<file path="src/common/pll_clk_pkg.sv">
// Shared constants and types for the PLL bandwidth and base clock select block.
// Assumes a 32-bit APB slave with each register in one aligned word.
package pll_clk_pkg;
    // ************************************************************
    // Register map: printed indices, byte address is four times the index.
    // ************************************************************
    localparam logic [7:0] CTRL_INDEX = 8'h1C;
    localparam logic [7:0] BW_INDEX = 8'h1D;
    localparam logic [7:0] PROG_INDEX = 8'h1E;
    localparam logic [7:0] CTRL_ADDR = {CTRL_INDEX[5:0], 2'b00};
    localparam logic [7:0] BW_ADDR = {BW_INDEX[5:0], 2'b00};
    localparam logic [7:0] PROG_ADDR = {PROG_INDEX[5:0], 2'b00};

    // ************************************************************
    // Field positions.
    // ************************************************************
    localparam int CTRL_IRQ_EN_BIT = 7;
    localparam int CTRL_FLAG_BIT = 6;
    localparam int CTRL_RUN_BIT = 5;
    localparam int CTRL_SEL_BIT = 4;
    localparam logic [3:0] CTRL_UNUSED_READ = 4'hF;
    localparam int BW_AUTO_BIT = 7;
    localparam int BW_LOCK_BIT = 6;
    localparam int BW_TRACK_BIT = 5;

    // ************************************************************
    // Reset values and counts.
    // ************************************************************
    localparam logic RUN_RESET = 1'b1;
    localparam logic [3:0] MUL_RESET = 4'h6;
    localparam logic [3:0] RANGE_RESET = 4'h7;
    localparam logic [3:0] MUL_ZERO_AS = 4'h1;
    localparam logic [1:0] SWITCH_EDGES = 2'd3;

    // Tolerance comparator outputs from the analog lock detector.
    typedef struct packed {
        logic track_in;
        logic untrack_out;
        logic lock_in;
        logic unlock_out;
    } band_type;

    typedef enum logic [1:0] {SW_RUN, SW_DRAIN, SW_FILL} switch_type;
endpackage

</file>
<file path="src/design/pll_clk_ctrl.sv">
// PLL digital control: bandwidth mode, lock status, program register and
// glitch-free base clock selection with divide by two.
// Assumes APB on pclk; crystal, VCO and comparator levels arrive asynchronously
// and are sampled on pclk, so both source clocks must run below pclk / 4.
//
// Implementation choices: the register offsets and register access over APB.

// ************************************************************
// Three-stage level synchroniser.
// ************************************************************
module level_sync (
    // Clock and reset.
    input wire logic pclk,
    input wire logic presetn,
    // Asynchronous level and its settled copy.
    input wire logic din,
    output logic dout
);
    logic [2:0] stage_reg;
    logic [2:0] stage_next;
    logic dout_reg;
    logic dout_next;

    // A change counts only once the second and third stages agree.
    always_comb begin
        stage_next = {stage_reg[1:0], din};
        dout_next = (stage_reg[1] == stage_reg[2]) ? stage_reg[1] : dout_reg;
    end

    // State registers.
    always_ff @(posedge pclk or negedge presetn) begin
        if (!presetn) begin
            stage_reg <= 3'b000;
            dout_reg <= 1'b0;
        end else begin
            stage_reg <= stage_next;
            dout_reg <= dout_next;
        end
    end

    assign dout = dout_reg;
endmodule

module pll_clk_ctrl (
    // Clock and reset.
    input wire logic pclk,
    input wire logic presetn,
    // APB slave.
    input wire logic psel,
    input wire logic penable,
    input wire logic pwrite,
    input wire logic [7:0] paddr,
    input wire logic [31:0] pwdata,
    output logic [31:0] prdata,
    output logic pready,
    output logic pslverr,
    // Source clocks and analog comparators.
    input wire logic crystal_clock,
    input wire logic vco_clock,
    input wire pll_clk_pkg::band_type band,
    input wire logic stop_req,
    // Clock and loop outputs.
    output logic base_clock_out,
    output logic pll_irq,
    output logic synth_enable,
    output logic filter_track,
    output logic [3:0] feedback_div,
    output logic [3:0] range_mult
);
    import pll_clk_pkg::*;

    // ************************************************************
    // Input synchronisers.
    // ************************************************************
    logic xtal_lvl;
    logic vco_lvl;
    band_type band_s;

    // Analog comparators settle through the same filter as the clocks.
    level_sync u_xtal (.pclk(pclk), .presetn(presetn), .din(crystal_clock), .dout(xtal_lvl));
    level_sync u_vco (.pclk(pclk), .presetn(presetn), .din(vco_clock), .dout(vco_lvl));
    level_sync u_trk (.pclk(pclk), .presetn(presetn), .din(band.track_in),
        .dout(band_s.track_in));
    level_sync u_unt (.pclk(pclk), .presetn(presetn), .din(band.untrack_out),
        .dout(band_s.untrack_out));
    level_sync u_lck (.pclk(pclk), .presetn(presetn), .din(band.lock_in),
        .dout(band_s.lock_in));
    level_sync u_unl (.pclk(pclk), .presetn(presetn), .din(band.unlock_out),
        .dout(band_s.unlock_out));

    // ************************************************************
    // Register state.
    // ************************************************************
    logic irq_en_reg, irq_en_next;
    logic flag_reg, flag_next;
    logic run_reg, run_next;
    logic sel_reg, sel_next;
    logic auto_reg, auto_next;
    logic lock_reg, lock_next;
    logic trk_auto_reg, trk_auto_next;
    logic trk_man_reg, trk_man_next;
    logic [7:0] prog_reg, prog_next;
    logic [31:0] prdata_reg, prdata_next;
    logic pready_reg, pready_next;
    logic pslverr_reg, pslverr_next;
    logic irq_reg, irq_next;
    logic synth_reg, synth_next;
    logic track_reg, track_next;
    logic [3:0] fdiv_reg, fdiv_next;
    logic [3:0] range_reg, range_next;
    logic wr_done;
    logic rd_done;
    logic wr_ctrl;
    logic lock_toggle;
    logic mapped;

    // Access completes at the edge where pready is high, one wait state each.
    assign wr_done = psel && penable && pready_reg && pwrite;
    assign rd_done = psel && penable && pready_reg && !pwrite;
    assign wr_ctrl = wr_done && (paddr == CTRL_ADDR);
    assign mapped = (paddr == CTRL_ADDR) || (paddr == BW_ADDR) || (paddr == PROG_ADDR);

    // Next state of the control, status and program registers.
    always_comb begin
        logic new_run;
        logic new_sel;
        new_run = pwdata[CTRL_RUN_BIT];
        new_sel = pwdata[CTRL_SEL_BIT];
        irq_en_next = irq_en_reg;
        run_next = run_reg;
        sel_next = sel_reg;
        auto_next = auto_reg;
        trk_auto_next = trk_auto_reg;
        trk_man_next = trk_man_reg;
        prog_next = prog_reg;
        lock_next = lock_reg;
        // Band entry wins over exit if both comparators fire at once.
        if (auto_reg) begin
            if (band_s.track_in) begin
                trk_auto_next = 1'b1;
            end else if (band_s.untrack_out) begin
                trk_auto_next = 1'b0;
            end
            if (band_s.lock_in) begin
                lock_next = 1'b1;
            end else if (band_s.unlock_out) begin
                lock_next = 1'b0;
            end
        end else begin
            lock_next = 1'b0;
        end
        lock_toggle = auto_reg && (lock_next != lock_reg);
        if (wr_ctrl) begin
            if (auto_reg) begin
                irq_en_next = pwdata[CTRL_IRQ_EN_BIT];
            end
            // A write that flips both run and select leaves both unchanged; in automatic mode the interrupt enable still takes its bit.
            if (!((new_run != run_reg) && (new_sel != sel_reg))) begin
                if (new_run || !sel_reg) begin
                    run_next = new_run;
                end
                if (!new_sel || (run_reg && (prog_reg[3:0] != 4'h0))) begin
                    sel_next = new_sel;
                end
            end
        end
        if (wr_done && (paddr == BW_ADDR)) begin
            auto_next = pwdata[BW_AUTO_BIT];
            if (!auto_reg) begin
                trk_man_next = pwdata[BW_TRACK_BIT];
            end
        end
        if (wr_done && (paddr == PROG_ADDR)) begin
            prog_next = pwdata[7:0];
        end
        if (stop_req || (prog_next[3:0] == 4'h0)) begin
            sel_next = 1'b0;
        end
        // Set wins over the read that clears it.
        flag_next = flag_reg;
        if (rd_done && (paddr == CTRL_ADDR)) begin
            flag_next = 1'b0;
        end
        if (lock_toggle) begin
            flag_next = 1'b1;
        end
        if (!auto_next) begin
            irq_en_next = 1'b0;
            flag_next = 1'b0;
        end
        irq_next = auto_next && irq_en_next && flag_next;
        synth_next = run_next && (prog_next[3:0] != 4'h0);
        track_next = auto_next ? trk_auto_next : trk_man_next;
        fdiv_next = (prog_next[7:4] == 4'h0) ? MUL_ZERO_AS : prog_next[7:4];
        range_next = prog_next[3:0];
        // Read data and handshake.
        pready_next = psel && penable && !pready_reg;
        pslverr_next = pready_next && !mapped;
        prdata_next = 32'h0000_0000;
        if (paddr == CTRL_ADDR) begin
            prdata_next[7:0] = {irq_en_reg, flag_reg, run_reg, sel_reg, CTRL_UNUSED_READ};
        end else if (paddr == BW_ADDR) begin
            prdata_next[7:0] = {auto_reg, lock_reg, track_reg, 5'b00000};
        end else if (paddr == PROG_ADDR) begin
            prdata_next[7:0] = prog_reg;
        end
        if (!pready_next) begin
            prdata_next = prdata_reg;
        end
    end

    // Register update; reset selects the crystal and acquisition mode.
    always_ff @(posedge pclk or negedge presetn) begin
        if (!presetn) begin
            irq_en_reg <= 1'b0;
            flag_reg <= 1'b0;
            run_reg <= RUN_RESET;
            sel_reg <= 1'b0;
            auto_reg <= 1'b0;
            lock_reg <= 1'b0;
            trk_auto_reg <= 1'b0;
            trk_man_reg <= 1'b0;
            prog_reg <= {MUL_RESET, RANGE_RESET};
            prdata_reg <= 32'h0000_0000;
            pready_reg <= 1'b0;
            pslverr_reg <= 1'b0;
            irq_reg <= 1'b0;
            synth_reg <= RUN_RESET;
            track_reg <= 1'b0;
            fdiv_reg <= MUL_RESET;
            range_reg <= RANGE_RESET;
        end else begin
            irq_en_reg <= irq_en_next;
            flag_reg <= flag_next;
            run_reg <= run_next;
            sel_reg <= sel_next;
            auto_reg <= auto_next;
            lock_reg <= lock_next;
            trk_auto_reg <= trk_auto_next;
            trk_man_reg <= trk_man_next;
            prog_reg <= prog_next;
            prdata_reg <= prdata_next;
            pready_reg <= pready_next;
            pslverr_reg <= pslverr_next;
            irq_reg <= irq_next;
            synth_reg <= synth_next;
            track_reg <= track_next;
            fdiv_reg <= fdiv_next;
            range_reg <= range_next;
        end
    end

    // ************************************************************
    // Base clock selector.
    // ************************************************************
    switch_type sw_reg, sw_next;
    logic active_reg, active_next;
    logic [1:0] cnt_reg, cnt_next;
    logic out_reg, out_next;
    logic xtal_prev_reg;
    logic vco_prev_reg;
    logic xtal_rise;
    logic vco_rise;
    logic src_edge;
    logic dst_edge;

    assign xtal_rise = xtal_lvl && !xtal_prev_reg;
    assign vco_rise = vco_lvl && !vco_prev_reg;
    assign src_edge = active_reg ? vco_rise : xtal_rise;
    assign dst_edge = active_reg ? xtal_rise : vco_rise;

    // A stopped VCO gives no edges, so its drain half is skipped and a fill toward it is abandoned.
    always_comb begin
        sw_next = sw_reg;
        active_next = active_reg;
        cnt_next = cnt_reg;
        out_next = out_reg;
        case (sw_reg)
            SW_RUN: begin
                if (sel_reg != active_reg) begin
                    sw_next = SW_DRAIN;
                    cnt_next = 2'd0;
                end else if (src_edge) begin
                    out_next = !out_reg;
                end
            end
            SW_DRAIN: begin
                if (active_reg && !synth_reg) begin
                    sw_next = SW_FILL;
                    cnt_next = 2'd0;
                end else if (src_edge) begin
                    cnt_next = cnt_reg + 2'd1;
                    if (cnt_next == SWITCH_EDGES) begin
                        sw_next = SW_FILL;
                        cnt_next = 2'd0;
                    end
                end
            end
            SW_FILL: begin
                if (!active_reg && !synth_reg) begin
                    // The VCO died before the handover, so the crystal stays in charge.
                    sw_next = SW_RUN;
                    cnt_next = 2'd0;
                end else if (dst_edge) begin
                    cnt_next = cnt_reg + 2'd1;
                    if (cnt_next == SWITCH_EDGES) begin
                        sw_next = SW_RUN;
                        active_next = !active_reg;
                        cnt_next = 2'd0;
                    end
                end
            end
            default: begin
                sw_next = SW_RUN;
            end
        endcase
    end

    // Selector registers.
    always_ff @(posedge pclk or negedge presetn) begin
        if (!presetn) begin
            sw_reg <= SW_RUN;
            active_reg <= 1'b0;
            cnt_reg <= 2'd0;
            out_reg <= 1'b0;
            xtal_prev_reg <= 1'b0;
            vco_prev_reg <= 1'b0;
        end else begin
            sw_reg <= sw_next;
            active_reg <= active_next;
            cnt_reg <= cnt_next;
            out_reg <= out_next;
            xtal_prev_reg <= xtal_lvl;
            vco_prev_reg <= vco_lvl;
        end
    end

    // Outputs come straight from flip-flops.
    assign prdata = prdata_reg;
    assign pready = pready_reg;
    assign pslverr = pslverr_reg;
    assign base_clock_out = out_reg;
    assign pll_irq = irq_reg;
    assign synth_enable = synth_reg;
    assign filter_track = track_reg;
    assign feedback_div = fdiv_reg;
    assign range_mult = range_reg;
endmodule

</file>
<file path="config.mk">
export PLATFORM = sky130hd
export DESIGN_NAME = pll_clk_ctrl
export DESIGN_NICKNAME = d
export VERILOG_FILES = /design/src/common/pll_clk_pkg.sv /design/src/design/pll_clk_ctrl.sv
export SDC_FILE = /design/constraint.sdc
export NUM_CORES = 1
export LEC_CHECK = 0
export BUFFER_PORTS_ARGS = -buffer_cell sky130_fd_sc_hd__buf_4
export CAP_MARGIN = 20
export CORE_ASPECT_RATIO = 0.6
export CORE_MARGIN = 3
export CORE_UTILIZATION = 30
export CTS_CLUSTER_DIAMETER = 150
export DETAILED_ROUTE_END_ITERATION = 12
export HOLD_SLACK_MARGIN = 0.06
export PLACE_DENSITY = 0.6
export SETUP_SLACK_MARGIN = 0.1
export SLEW_MARGIN = 30
export SYNTH_ARGS = -nofsm -noshare
export SYNTH_HDL_FRONTEND = slang
export SYNTH_SLANG_ARGS = --single-unit
</file>
<file path="constraint.sdc">
create_clock -name pclk -period 3.05 [get_ports pclk]
set_clock_uncertainty 0.1 [all_clocks]
set_input_delay 0.4575 -clock pclk [delete_from_list [all_inputs] [get_ports pclk]]
set_output_delay 0.4575 -clock pclk [all_outputs]
set_load 0.05 [all_outputs]
</file>
==> results list <==
* Total Negative Setup Slacks: 0 ps
- After detailed routing, the average wire length per cell comes to 13.27 um.
- Count of pins over their slew limit: 0
- The clock network burns 46.7% of the power.
* Setup slack after layout: roughly 1000 ps
- Counting I/O delays and the setup requirement, the final critical path takes 2024 ps.
* Placed Instances: 415
- Count of hold buffers inserted by post-cts repair: 0
* Internal power: 1.724 mW
- Number of clock buffers inserted by TritonCTS: 9
- Post-synthesis xor/xnor area fraction: 0.8913%
- After synthesis the netlist holds a flip-flop and latch count of 65.
- Leaving out filler cells and counting taps, the final layout contains 431.
- Initial standard-cell utilization of the core: a little under a third
* CTS tree: done
- Synth Area in Compound Gates: 7.767%
- Maximum resistive drop on vdd: ~260 uV
- Leakage power: about 1.7 nW
* Switch share: between 20% and 30%
- CTS built an H-tree with a depth of 3.
- Net switching power: 0.6067 mW
- Measured against the total synthesized area, the mux share comes to 8.956%.
- Timing would allow up to 494.1 MHz.
* CTS Root Cell: clkbuf_16
- In this run the mean area of a mapped cell was 11.89 sq um.
- After synthesis, the largest family of logic cells by area is simple AND/OR/NAND/NOR gates.
- From synthesis to final layout, the design area changed by 23.56%.
* CP Data Arrival Time: 2200 ps
* Clock transition at path regs: 50 ps
* CP max FO: 14
- 0 antenna diodes ended up in the layout.
* Worst slew margin relative to its limit: a little under half
- Setup violations remaining at the end of the flow were counted as 0.
- Syn Inst Count: 248
- Total congestion overflow after global routing: 0
- Cell row count: 27
- Port buffering added 49 buffers.
- The path class of the tightest hold or removal check is input pin to asynchronous set/reset pin.
- Fraction of final layout cells sized beyond drive strength 1: 33.55%
- Yosys mapped a number of flops with a built-in enable equal to 0.
- Max-capacitance violation count: 0
- Basic-gate share of the synthesized area counting and, or, nand and nor cells: a little over an eighth
* Number of clock sinks: 65
- The count of nets left with antenna violations once routing finished came out at 0.
- Post-CTS timing repair inserted 0 buffers for setup.
- For this run, the detailed router's first-pass iteration total came to 4.
* Maximum buffer depth of the clock tree: 2
* Distinct cells, synth: 47
* Vias per std cell: 4.297
- Setup slack at placement: 661.2 ps
- Worst hold margin: 106.7 ps
- Die outline area: roughly 11000 sq um
- The final-report hold violation count came to 0.
- The first global-routing pass estimated 9.570 mm of wire.
* Worst-margin pin slew: 804.6 ps
* DIE WIDTH: 134.0 um
- The routed layout has 1852 vias.
- Sequential power share: 39.9%
- Part of the power in combinational logic: 13.4%
- STA puts the critical path data required time at 3220 ps.
- The number of global-route vias before repair was approximately 1800.
* Global-route total usage across every layer: 11.47%
- Total power per unit cell area: 639.9 nW/um^2
- In the synthesized netlist the async set-or-reset flop fraction comes to 100.0%.
* Global placement routability congestion: slightly below 0.8
* Area post-placement: 3322 sq um
* Startpoint class of the critical path: input pin
- Final cycle utilization of the critical path: between 60% and 70%
* Worst Setup Path Type: input pin to flop
- During synthesis, Yosys emitted a total of 0 warnings.
* Largest net degree at the start of global routing: 66
- Once the clock tree was built, the resizer swapped 0 gates to a different size.
- Part of the Yosys area used for sequential elements: 55.56%
* Latest clock arrival within the worst-skew pair: between 300 and 400 ps
- Overall Power: 2.331 mW
* Summed area of non-filler cells in the final layout: between 3000 and 4000 sq um
- Outcome: completed
- The cell area that synthesis handed to floorplanning was 2948 sq um.
* Final HPWL from detailed placement: 4.125 mm
- Counting the fill cells in the layout gives 934.
- For this run, the leading register cell type out of synthesis is dfrtp_1.
* Core area: 9358 sq um
- For this run, the post-layout net count is 352.
* Arithmetic-cell share of the synthesized area counting full adders, half adders and majority gates: 3.735%
- The number of antenna violations at the first check in global routing came to 0.
* Utilization after layout: 38.92%
* Number of design rule violations left after detail routing: 0
- Setup repair after global routing missed its margin: no
- slightly below 100 I/O pins were placed.
* Die Y: 82.79 um
- Total wire length after detailed routing: 5.718 mm
- The worst setup path is captured at a flop.
- 1st-iter DRT viols: 81
- The register with the most flip-flops in the layout has 8 of them.
[critical path: stages]
cell and delay, ps:
buf_4 110, nand4b_4 200, nor3_4 280, and4_1 650
mux2i_1 320, o211a_1 180
[cells in the final DEF (no fill, tap or decap), drive strengths merged, types with 3 or more instances in the layout]
master and instances:
a21oi 9, a31oi 3, and2 4, buf 49, clkbuf 9, clkinv 4, conb 24, dfrtp 56
dfstp 9, ha 4, inv 11, maj3 6, mux2 16, mux2i 8, nand2 19, nand2b 3
nand3 3, nor2 8, nor2b 6, nor3 7, nor4 4, o21ai 6, o31ai 6, or3 3
xnor2 3
[synth_stat cells, drive strengths merged (2+ instances only)]
| cell | count | share of area, % |
|---|---|---|
| and2 | 4 | 0.85 |
| nor3 | 7 | 1.6 |
| nor2b | 6 | 1.3 |
| or2 | 2 | 0.42 |
| nor2 | 8 | 1.0 |
| nor4 | 4 | 1.4 |
| or3 | 3 | 0.98 |
| nand3 | 3 | 0.51 |
| mux2i | 8 | 2.7 |
| ha | 4 | 1.7 |
| xnor2 | 3 | 0.89 |
| buf | 31 | 7.7 |
| dfrtp | 56 | 48 |
| a211oi | 2 | 0.51 |
| maj3 | 6 | 2.0 |
| a31oi | 3 | 0.64 |
| nand2 | 19 | 2.4 |
| dfstp | 9 | 8.0 |
| mux2 | 16 | 6.2 |
| a21oi | 9 | 1.5 |
| o31ai | 6 | 1.5 |
| o21ai | 6 | 1.0 |
| clkbuf | 4 | 0.51 |
| inv | 11 | 1.4 |
| nand2b | 3 | 0.89 |
[path summary, 6_finish.rpt]
path	slack (ps)	end	cells past startpoint	startpoint
setup / recovery	1030	sel_reg$_DFFE_PN0P_	6	paddr[7]
hold / removal	110	prdata[2]$_DFFE_PN0P_	1	presetn
setup reg to reg	1070	sel_reg$_DFFE_PN0P_	5	pready$_DFF_PN0_
max in group asynchronous	2210	vco_prev_reg$_DFF_PN0_	1	presetn
min in group pclk	130	u_unt.stage_reg[0]$_DFF_PN0_	1	band[2]
hold reg to reg	250	u_trk.stage_reg[1]$_DFF_PN0_	0	u_trk.stage_reg[0]$_DFF_PN0_
[area by class of cell]
class / count / area [sq um] / share of cell area [%]
Clock buffer: 9 / 225.2 / 6.183
Clock inverter: 7 / 95.09 / 2.611
Inverter: 11 / 41.29 / 1.134
Multi-Input combinational cell: 160 / 1112 / 30.54
Sequential cell: 65 / 1638 / 44.97
Tap cell: 130 / 162.7 / 4.466
Timing Repair Buffer: 49 / 367.9 / 10.10
[logic make-up after synthesis]
logic type,count (synthesis)
xor+xnor,3
flops,65
fa+ha+maj,10
other cells,1
mux,24
buf+inv,46
simple gates,64
compound gates,35
[power groups by stage]
stage                     clock, mW  combinational (mW)  sequential (mW)
after CTS                      1.13               0.315            0.931
after floorplan                   0               0.215            0.970
after global routing           1.17               0.346            0.935
after global placement            0               0.306            0.943
final                          1.09               0.313            0.930
after detailed placement          0               0.312            0.945
[per-layer routing]
layer | part of all wire [%] | routed length (um) | up-vias | track usage [%]
met1 | 49 | 2795 | 875 | 15.38
met5 | 0 | 0 | - | 0
li1 | - | - | 906 | -
met2 | 42 | 2399 | 62 | 15.91
met3 | 7.8 | 447 | 9 | 5.422
met4 | 1.3 | 75 | 0 | 4.620
Note: power is estimated with default switching activity, not from simulation.
